File: src/rtl/isp_defines.svh
`ifndef ISP_DEFINES_SVH
`define ISP_DEFINES_SVH
// Overview of operation
// second priority register: osc fail bit 7, nvm write bit 4, low voltage bit 2; reset one
// third priority register: pwm timebase priority at bit 4, one is high, resets one
// unimplemented priority register bits read zero and ignore writes
// external pins are edge triggered; select one means rising, zero falling
// a selected edge sets the pin flag until software writes it clear
// a cleared pin enable blocks the request while the flag may still set
// software clears a pin flag before re-enabling, else the request returns
// an enabled external pin interrupt wakes the core from idle or sleep
// after wake the core vectors only when the global enable is set
// pin one, two, three priorities: third reg bits 6 and 7, second reg bit 1
// external pin zero has no priority bit and is always high priority
// eight bit timer mode rolling ff to 00 sets the timer flag
// sixteen bit timer mode sets the flag only on ffff to 0000
// timer enable at main reg bit 5, priority at second reg bit 2
// change on the four monitored pins sets pin change flag, main reg bit 0
// pin change enable at main reg bit 3, priority at second reg bit 0
// taking an interrupt pushes the return address on the return stack
// taking an interrupt copies working, status and bank registers into shadow
// monitored pins compare against value latched at last port read, ored
// only monitored pins set as inputs take part in the comparison
// flag and enable both set raise a request at the chosen priority level

// ----------------------------------------------------------------
// register byte offsets
// ----------------------------------------------------------------
`define ISP_OFS_MAIN    8'h00
`define ISP_OFS_SECOND  8'h04
`define ISP_OFS_THIRD   8'h08
`define ISP_OFS_PRI2    8'h0c
`define ISP_OFS_PRI3    8'h10
`define ISP_OFS_TZCTL   8'h14
`define ISP_OFS_TZCNT   8'h18
`define ISP_OFS_PDIR    8'h1c
`define ISP_OFS_PORT    8'h20
`define ISP_OFS_PMODE   8'h24

// ----------------------------------------------------------------
// field positions and reset values
// ----------------------------------------------------------------
`define ISP_BIT_OSC_PRI 7
`define ISP_BIT_NVM_PRI 4
`define ISP_BIT_LV_PRI  2
`define ISP_BIT_PWM_PRI 4
`define ISP_PRI2_MASK   8'h94
`define ISP_PRI3_MASK   8'h10
`define ISP_RST_PRI2    8'h94
`define ISP_RST_PRI3    8'h10
`define ISP_RST_PDIR    4'hf
`define ISP_TZ_MAX8     8'hff
`define ISP_TZ_MAX16    16'hffff
`endif

File: src/rtl/isp_pkg.sv
package isp_pkg;
	// power state of the core as seen by the wake logic
	typedef enum logic [0:0] {
		ISP_RUN   = 1'b0,
		ISP_SLEEP = 1'b1
	} isp_pmode_t;
endpackage : isp_pkg

File: src/rtl/isp_top.sv
// Chosen here: the register offsets and the APB register port.
`timescale 1ns/100ps
`include "isp_defines.svh"
module isp_top #(
	parameter int PC_W  = 21,
	parameter int DEPTH = 31
) (
	input  wire logic            clk_sys_i,
	input  wire logic            rst_i,
	input  wire logic            psel_i,
	input  wire logic            penable_i,
	input  wire logic            pwrite_i,
	input  wire logic [7:0]      paddr_i,
	input  wire logic [31:0]     pwdata_i,
	output logic      [31:0]     prdata_o,
	output logic                 pready_o,
	output logic                 pslverr_o,
	input  wire logic [3:0]      pins_i,
	input  wire logic            osc_fail_req_i,
	input  wire logic            nvm_write_req_i,
	input  wire logic            low_voltage_req_i,
	input  wire logic            pwm_tb_req_i,
	input  wire logic            irq_take_i,
	input  wire logic            irq_return_i,
	input  wire logic            fast_return_i,
	input  wire logic [PC_W-1:0] pc_i,
	input  wire logic [7:0]      working_register_i,
	input  wire logic [7:0]      status_i,
	input  wire logic [3:0]      bank_select_register_i,
	output logic                 irq_high_o,
	output logic                 irq_low_o,
	output logic                 wake_o,
	output logic                 wake_vector_o,
	output logic      [PC_W-1:0] ret_pc_o,
	output logic                 ret_valid_o,
	output logic                 stack_overflow_o,
	output logic      [7:0]      fast_working_o,
	output logic      [7:0]      fast_status_o,
	output logic      [3:0]      fast_bank_o,
	output logic                 fast_valid_o
);

	// ------------------------------------------------------------
	// state
	// ------------------------------------------------------------
	logic                 global_irq_enable;
	logic                 low_irq_enable;
	logic                 timer_zero_enable;
	logic                 pin_change_enable;
	logic                 timer_zero_flag;
	logic                 pin_change_flag;
	logic                 timer_zero_priority;
	logic                 pin_change_priority;
	logic [3:0]           ext_pin_enable;
	logic [3:0]           ext_pin_flag;
	logic [3:0]           ext_edge_select;
	logic [3:1]           ext_pri;
	logic [7:0]           peripheral_priority_second;
	logic [7:0]           peripheral_priority_third;
	logic                 tz_mode16;
	logic                 tz_run;
	logic [15:0]          timer_zero_counter;
	logic [3:0]           pin_is_input;
	logic [3:0]           port_latch;
	logic [3:0]           pin_s1;
	logic [3:0]           pin_s2;
	logic [3:0]           pin_d;
	isp_pkg::isp_pmode_t  pmode;
	logic [PC_W-1:0]      stk [DEPTH];
	logic [5:0]           sp;

	// ------------------------------------------------------------
	// bus decode
	// ------------------------------------------------------------
	logic        acc;
	logic        wr;
	logic        rd;
	logic [7:0]  wd;
	logic [31:0] rd_val;
	logic        hit;

	assign acc = psel_i & penable_i & pready_o;
	assign wr  = acc & pwrite_i;
	assign rd  = acc & ~pwrite_i;
	assign wd  = pwdata_i[7:0];

	// read mux; unimplemented bits come back as zero
	always_comb begin
		rd_val = 32'h0;
		hit    = 1'b1;
		case (paddr_i)
			`ISP_OFS_MAIN: rd_val[7:0] = {global_irq_enable, low_irq_enable,
				timer_zero_enable, ext_pin_enable[0], pin_change_enable,
				timer_zero_flag, ext_pin_flag[0], pin_change_flag};
			`ISP_OFS_SECOND: rd_val[7:0] = {1'b0, ext_edge_select,
				timer_zero_priority, ext_pri[3], pin_change_priority};
			`ISP_OFS_THIRD: rd_val[7:0] = {ext_pri[2], ext_pri[1],
				ext_pin_enable[3:1], ext_pin_flag[3:1]};
			`ISP_OFS_PRI2:  rd_val[7:0] = peripheral_priority_second;
			`ISP_OFS_PRI3:  rd_val[7:0] = peripheral_priority_third;
			`ISP_OFS_TZCTL: rd_val[1:0] = {tz_run, tz_mode16};
			`ISP_OFS_TZCNT: rd_val[15:0] = timer_zero_counter;
			`ISP_OFS_PDIR:  rd_val[3:0] = pin_is_input;
			`ISP_OFS_PORT:  rd_val[3:0] = pin_s2;
			`ISP_OFS_PMODE: rd_val[0] = pmode;
			default: hit = 1'b0;
		endcase
	end

	// ------------------------------------------------------------
	// apb answer
	// ------------------------------------------------------------
	// one wait state: data is captured in the cycle pready rises
	always_ff @(posedge clk_sys_i) begin
		if (rst_i) begin
			pready_o  <= 1'b0;
			prdata_o  <= 32'h0;
			pslverr_o <= 1'b0;
		end else begin
			pready_o  <= psel_i & penable_i & ~pready_o;
			prdata_o  <= (psel_i & penable_i & ~pready_o & ~pwrite_i) ? rd_val : 32'h0;
			pslverr_o <= psel_i & penable_i & ~pready_o & ~hit;
		end
	end

	// ------------------------------------------------------------
	// control bits
	// ------------------------------------------------------------
	always_ff @(posedge clk_sys_i) begin
		if (rst_i) begin
			global_irq_enable   <= 1'b0;
			low_irq_enable      <= 1'b0;
			timer_zero_enable   <= 1'b0;
			pin_change_enable   <= 1'b0;
			ext_pin_enable      <= 4'h0;
			ext_edge_select     <= 4'hf;
			timer_zero_priority <= 1'b1;
			pin_change_priority <= 1'b1;
			ext_pri             <= 3'h7;
		end else if (wr) begin
			if (paddr_i == `ISP_OFS_MAIN) begin
				global_irq_enable <= wd[7];
				low_irq_enable    <= wd[6];
				timer_zero_enable <= wd[5];
				ext_pin_enable[0] <= wd[4];
				pin_change_enable <= wd[3];
			end
			if (paddr_i == `ISP_OFS_SECOND) begin
				ext_edge_select     <= wd[6:3];
				timer_zero_priority <= wd[2];
				ext_pri[3]          <= wd[1];
				pin_change_priority <= wd[0];
			end
			if (paddr_i == `ISP_OFS_THIRD) begin
				ext_pri[2]          <= wd[7];
				ext_pri[1]          <= wd[6];
				ext_pin_enable[3:1] <= wd[5:3];
			end
		end
	end

	// priority registers keep only their implemented bits
	always_ff @(posedge clk_sys_i) begin
		if (rst_i) begin
			peripheral_priority_second <= `ISP_RST_PRI2;
			peripheral_priority_third  <= `ISP_RST_PRI3;
		end else if (wr) begin
			if (paddr_i == `ISP_OFS_PRI2)
				peripheral_priority_second <= wd & `ISP_PRI2_MASK;
			if (paddr_i == `ISP_OFS_PRI3)
				peripheral_priority_third <= wd & `ISP_PRI3_MASK;
		end
	end

	// ------------------------------------------------------------
	// pin synchronisers and edge detect
	// ------------------------------------------------------------
	// no reset: the chain keeps tracking the pins, so a level held high
	// across reset is not mistaken for a fresh edge once reset ends
	always_ff @(posedge clk_sys_i) begin
		pin_s1 <= pins_i;
		pin_s2 <= pin_s1;
		pin_d  <= pin_s2;
	end

	logic [3:0] edge_hit;
	logic [3:0] flag_wr;
	logic [3:0] flag_wd;

	assign edge_hit = (ext_edge_select & pin_s2 & ~pin_d)
		| (~ext_edge_select & ~pin_s2 & pin_d);
	assign flag_wr  = {{3{wr & (paddr_i == `ISP_OFS_THIRD)}},
		wr & (paddr_i == `ISP_OFS_MAIN)};
	assign flag_wd  = {wd[2:0], wd[1]};

	// the edge wins over a clear written in the same cycle
	genvar gi;
	generate
		for (gi = 0; gi < 4; gi++) begin : g_ext
			always_ff @(posedge clk_sys_i) begin
				if (rst_i)
					ext_pin_flag[gi] <= 1'b0;
				else if (edge_hit[gi])
					ext_pin_flag[gi] <= 1'b1;
				else if (flag_wr[gi])
					ext_pin_flag[gi] <= flag_wd[gi];
			end
		end
	endgenerate

	// ------------------------------------------------------------
	// pin change
	// ------------------------------------------------------------
	logic pc_mismatch;

	assign pc_mismatch = |((pin_s2 ^ port_latch) & pin_is_input);

	// a port read refreshes the reference, ending the mismatch
	always_ff @(posedge clk_sys_i) begin
		if (rst_i) begin
			port_latch   <= pin_s2; // reference follows the pins, no change seen at reset end
			pin_is_input <= `ISP_RST_PDIR;
		end else begin
			if (rd && paddr_i == `ISP_OFS_PORT)
				port_latch <= pin_s2;
			if (wr && paddr_i == `ISP_OFS_PDIR)
				pin_is_input <= wd[3:0];
		end
	end

	// a standing mismatch keeps setting the flag over any clear
	always_ff @(posedge clk_sys_i) begin
		if (rst_i)
			pin_change_flag <= 1'b0;
		else if (pc_mismatch)
			pin_change_flag <= 1'b1;
		else if (wr && paddr_i == `ISP_OFS_MAIN)
			pin_change_flag <= wd[0];
	end

	// ------------------------------------------------------------
	// timer zero
	// ------------------------------------------------------------
	logic        tz_ovf;
	logic [15:0] next_count;

	assign tz_ovf = tz_run & (tz_mode16
		? (timer_zero_counter == `ISP_TZ_MAX16)
		: (timer_zero_counter[7:0] == `ISP_TZ_MAX8));
	// in 8-bit mode the high byte is left alone
	assign next_count = tz_mode16 ? timer_zero_counter + 16'h1
		: {timer_zero_counter[15:8], timer_zero_counter[7:0] + 8'h1};

	always_ff @(posedge clk_sys_i) begin
		if (rst_i) begin
			tz_mode16 <= 1'b0;
			tz_run    <= 1'b0;
		end else if (wr && paddr_i == `ISP_OFS_TZCTL) begin
			tz_mode16 <= wd[0];
			tz_run    <= wd[1];
		end
	end

	// a software load takes precedence over counting
	always_ff @(posedge clk_sys_i) begin
		if (rst_i)
			timer_zero_counter <= 16'h0;
		else if (wr && paddr_i == `ISP_OFS_TZCNT)
			timer_zero_counter <= pwdata_i[15:0];
		else if (tz_run)
			timer_zero_counter <= next_count;
	end

	always_ff @(posedge clk_sys_i) begin
		if (rst_i)
			timer_zero_flag <= 1'b0;
		else if (tz_ovf)
			timer_zero_flag <= 1'b1;
		else if (wr && paddr_i == `ISP_OFS_MAIN)
			timer_zero_flag <= wd[2];
	end

	// ------------------------------------------------------------
	// request routing
	// ------------------------------------------------------------
	logic [9:0] act;
	logic [9:0] pri;
	logic       hi_pend;
	logic       lo_pend;
	logic       ext_act;

	assign act = {osc_fail_req_i, nvm_write_req_i, low_voltage_req_i, pwm_tb_req_i,
		timer_zero_flag & timer_zero_enable,
		pin_change_flag & pin_change_enable,
		ext_pin_flag & ext_pin_enable};
	assign pri = {peripheral_priority_second[`ISP_BIT_OSC_PRI],
		peripheral_priority_second[`ISP_BIT_NVM_PRI],
		peripheral_priority_second[`ISP_BIT_LV_PRI],
		peripheral_priority_third[`ISP_BIT_PWM_PRI],
		timer_zero_priority, pin_change_priority,
		ext_pri, 1'b1};
	assign hi_pend = |(act & pri);
	assign lo_pend = |(act & ~pri);
	assign ext_act = |act[3:0];

	// low level also needs the high enable, as the high level masks it
	always_ff @(posedge clk_sys_i) begin
		if (rst_i) begin
			irq_high_o <= 1'b0;
			irq_low_o  <= 1'b0;
		end else begin
			irq_high_o <= hi_pend & global_irq_enable;
			irq_low_o  <= lo_pend & global_irq_enable & low_irq_enable;
		end
	end

	// ------------------------------------------------------------
	// sleep and wake
	// ------------------------------------------------------------
	logic wake_now;

	// flag and enable are taken as they stand, so a late enable over a set flag still wakes
	assign wake_now = (pmode == isp_pkg::ISP_SLEEP)
		& (ext_act | (pin_change_flag & pin_change_enable));

	always_ff @(posedge clk_sys_i) begin
		if (rst_i)
			pmode <= isp_pkg::ISP_RUN;
		else if (wake_now)
			pmode <= isp_pkg::ISP_RUN;
		else if (wr && paddr_i == `ISP_OFS_PMODE && wd[0])
			pmode <= isp_pkg::ISP_SLEEP;
	end

	always_ff @(posedge clk_sys_i) begin
		if (rst_i) begin
			wake_o        <= 1'b0;
			wake_vector_o <= 1'b0;
		end else begin
			wake_o        <= wake_now;
			wake_vector_o <= wake_now & global_irq_enable;
		end
	end

	// ------------------------------------------------------------
	// return stack
	// ------------------------------------------------------------
	logic push_ok;
	logic pop_ok;

	// a push onto a full stack is dropped and flagged, not wrapped
	assign push_ok = irq_take_i & (sp < 6'(DEPTH));
	assign pop_ok  = irq_return_i & ~irq_take_i & (sp != 6'h0);

	always_ff @(posedge clk_sys_i) begin
		if (push_ok)
			stk[5'(sp)] <= pc_i;
	end

	always_ff @(posedge clk_sys_i) begin
		if (rst_i) begin
			sp               <= 6'h0;
			stack_overflow_o <= 1'b0;
			ret_pc_o         <= '0;
			ret_valid_o      <= 1'b0;
		end else begin
			ret_valid_o <= pop_ok;
			if (push_ok)
				sp <= sp + 6'h1;
			else if (pop_ok) begin
				sp       <= sp - 6'h1;
				ret_pc_o <= stk[5'(sp - 6'h1)];
			end
			if (irq_take_i && !push_ok)
				stack_overflow_o <= 1'b1;
		end
	end

	// ------------------------------------------------------------
	// fast shadow registers
	// ------------------------------------------------------------
	// single level: a nested take overwrites the earlier copy
	always_ff @(posedge clk_sys_i) begin
		if (rst_i) begin
			fast_working_o <= 8'h0;
			fast_status_o  <= 8'h0;
			fast_bank_o    <= 4'h0;
		end else if (irq_take_i) begin
			fast_working_o <= working_register_i;
			fast_status_o  <= status_i;
			fast_bank_o    <= bank_select_register_i;
		end
	end

	always_ff @(posedge clk_sys_i) begin
		if (rst_i)
			fast_valid_o <= 1'b0;
		else
			fast_valid_o <= pop_ok & fast_return_i;
	end

endmodule : isp_top

File: config.mk
export PLATFORM = sky130hd
export DESIGN_NAME = isp_top
export DESIGN_NICKNAME = d
export VERILOG_FILES = /design/src/rtl/isp_pkg.sv /design/src/rtl/isp_top.sv
export VERILOG_INCLUDE_DIRS = /design/src /design/src/rtl
export SDC_FILE = /design/constraint.sdc
export NUM_CORES = 1
export LEC_CHECK = 0
export BUFFER_PORTS_ARGS = -buffer_cell sky130_fd_sc_hd__buf_2
export CORE_UTILIZATION = 60
export CTS_CLUSTER_SIZE = 30
export DETAILED_ROUTE_END_ITERATION = 10
export PLACE_DENSITY = 0.76
export SLEW_MARGIN = 20
export SYNTH_ARGS = -nofsm -noshare
export SYNTH_HDL_FRONTEND = slang
export SYNTH_SLANG_ARGS = --single-unit
File: constraint.sdc
create_clock -name clk_sys_i -period 4.15 [get_ports clk_sys_i]
set_clock_uncertainty 0.1 [all_clocks]
set_input_delay 0.2075 -clock clk_sys_i [delete_from_list [all_inputs] [get_ports clk_sys_i]]
set_output_delay 0.2075 -clock clk_sys_i [all_outputs]
set_load 0.01 [all_outputs]
==> flow_summary.toml <==
[timing]
period_minus_slack_ns = 3.275
worst_pin_slew_ns = 1.061
rsz0062_at_grt = "false"
final.setup.tns_ns = 0
setup_viol = 0
slew_headroom_pct = 29.02
hold_viol_final = 0
max_freq_mhz = 305.3
setup_slack_ns = 0.8747
period_share_pct = 78.92
slew_violations = 0
whs_ns = 0.02697

[worst_setup_path]
cp.required_ns = 4.61
cp.arrival_ns = 3.73
r2r-start = "sp[1]$_SDFFE_PP0P_"
crit_path_end = "ret_pc_o[13]$_SDFFE_PP0P_"
crit_type = "flip-flop to flip-flop"
cp-start-kind = "flip-flop"
startpoint = "sp[1]$_SDFFE_PP0P_"
worstPathMaxFanout = 11
crit_path_end_kind = "flip-flop"
r2r-end = "ret_pc_o[13]$_SDFFE_PP0P_"
r2r_slack_ns = 0.87
reg2regPathDepth = 8

[synth]
yosysTopAreaCell = "edfxtp_1"
synthTopCellsByArea = "edfxtp_1, dfxtp_1, mux4_2"
synthFlopType = "edfxtp_1"
synth-async-reset-ratio_pct = 0
synth_top_area_share_pct = 63.82
synth-edff-count = 655
syn_area_um2 = 30820
synth.distinct_cells = 62
yosysSeqAreaShare_pct = 72.52
ys_ff_latch = 789
synthCells = 1974
yosysWarnings = 0
synth_area_per_cell_um2 = 15.61

[floorplan]
die_area_um2 = 52280
row_count = 82
io_pins = 179
die_h_um = 228.6
die_x_um = 228.6
core_um2 = 50380
start_util_pct = 61.18

[placed_design]
placed_cells = 2735
place_ws_ns = 0.9432
dp_hpwl_mm = 44.48
numPortBuffers = 146
placed_area_um2 = 32520
gp_congestion = 0.9353

[drt]
postRouteAntennaNets = 0
vias = 18993
drt-initial-drc-count = 2237
routedWlPerCell_um = 26.36
post-route-drc-count = 0
drt-pass1-iter-count = 5
wl_mm = 78.49
via_per_inst = 6.380

[layout]
final_cell_mix = "edfxtp_1, nand2_1, buf_2"
n_fill_cell = 3072
instances_no_fill = 2977
utilization_pct = 71.63
diodes = 0
final_area_um2 = 36080
drive_above_1_share_pct = 20.30
syn_to_final_growth_pct = 17.08
nNetsFinal = 2343
final_common_cell = "edfxtp_1"

[worst_hold_path]
min_path_type = "primary input to flip-flop"

[clock_tree]
cts_buffers = 79
h-tree-depth = 3
holdBufCountCts = 96
cts.sinks = 789
cts_setup_buffers = 0
cts.repair.resized = 0
cts_buffer_depth = 3
cts_tree = "done"
clk_pin_slew_ns = 0.06
clock_latency_ns = 0.65
cts_root_buffer = "clkbuf_16"

[power]
power_density_nw_per_um2 = 620.9
peakVddDrop_mv = 0.5274
power_mw = 22.40
p_leak_nw = 12.52

[global_route]
grt_start_max_net_pins = 91
grt_pass1_vias = 18942
grt_pass1_wl_mm = 115.4
antenna_found_initial = 0
grt_usage_pct = 30.16
grt_remaining_overflow = 0

[flow_run]
max_cap_violations = 0

[outcome]
outcome = "completed"
## kinds of logic (layout without fill, tap and decap cells)
group | count (synthesis) | after routing | share of synthesized area (%)
flip-flops | 789 | 789 | 72.52
AND/OR/NAND/NOR | 550 | 550 | 7.941
AO/OA/AOI/OAI | 239 | 239 | 5.830
multiplexers | 219 | 219 | 10.53
buffers and inverters | 144 | 460 | 2.139
XOR/XNOR | 26 | 26 | 0.7876
adder cells (fa/ha/maj) | 6 | 6 | 0.2436
other | 1 | 16 | 0.01217
## sequential cells by signal, indices dropped and copies added, names as in the netlist, 6 cells and up
| name | flops |
|---|---|
| fast_working_o | 8 |
| fast_status_o | 8 |
| prdata_o | 16 |
| timer_zero_counter | 16 |
| ret_pc_o | 21 |
| sp | 6 |
| stk | 651 |
## critical path, cell delays in order (launching register included)
cell,delay [ns]
dfxtp_1,0.52
inv_1,0.19
ha_1,0.34
nor3b_1,0.20
xnor2_1,0.25
nor3b_2,0.90
buf_4,0.38
o21ai_0,0.13
a31oi_1,0.19
## cells in the mapped netlist, types with 30 or more instances
library cell,number
a211oi_1,38
a21oi_1,36
buf_2,32
clkbuf_1,73
dfxtp_1,134
edfxtp_1,655
mux2i_1,134
mux4_2,84
nand2_1,210
nand3_1,73
nand4_1,30
nor2_1,167
## power by group
group / total [mW] / leakage, nW / internal, mW / switching [mW]
Clock: 7.10 / 1.27 / 4.08 / 3.02
Combinational: 6.14 / 4.26 / 2.30 / 3.84
Sequential: 9.17 / 7.00 / 8.95 / 0.220
## cell type report
| type | instances | area [µm²] | area share (%) |
|---|---|---|---|
| Sequential cell | 789 | 22360 | 61.95 |
| Tap cell | 672 | 840.8 | 2.330 |
| Multi-Input combinational cell | 1056 | 8001 | 22.17 |
| Clock inverter | 37 | 431.7 | 1.196 |
| Clock buffer | 109 | 2171 | 6.016 |
| Timing Repair Buffer | 304 | 2247 | 6.227 |
| Inverter | 10 | 37.54 | 0.1040 |
## per-layer routing
| layer | vias up | track usage [%] | wire length, µm |
|---|---|---|---|
| li1 | 8165 | - | - |
| met1 | 9514 | 39.86 | 29750 |
| met2 | 1090 | 48.08 | 37410 |
| met3 | 224 | 6.200 | 7475 |
| met4 | 0 | 14.91 | 3853 |
| met5 | - | 0 | 0 |
## worst min-delay path by stage
stage,to,depth (start not counted),start
6_report,prdata_o[4]$_SDFF_PP0_,6,penable_i
5_1_grt,prdata_o[1]$_SDFF_PP0_,4,paddr_i[2]
4_1_cts,prdata_o[1]$_SDFF_PP0_,4,paddr_i[2]
3_5_place_dp,pin_s2[2]$_DFF_P_,0,pin_s1[2]$_DFF_P_
3_3_place_gp,pin_s1[3]$_DFF_P_,1,pins_i[3]
2_1_floorplan,pin_s1[0]$_DFF_P_,0,pins_i[0]
Power figures use the tool's default switching activity.
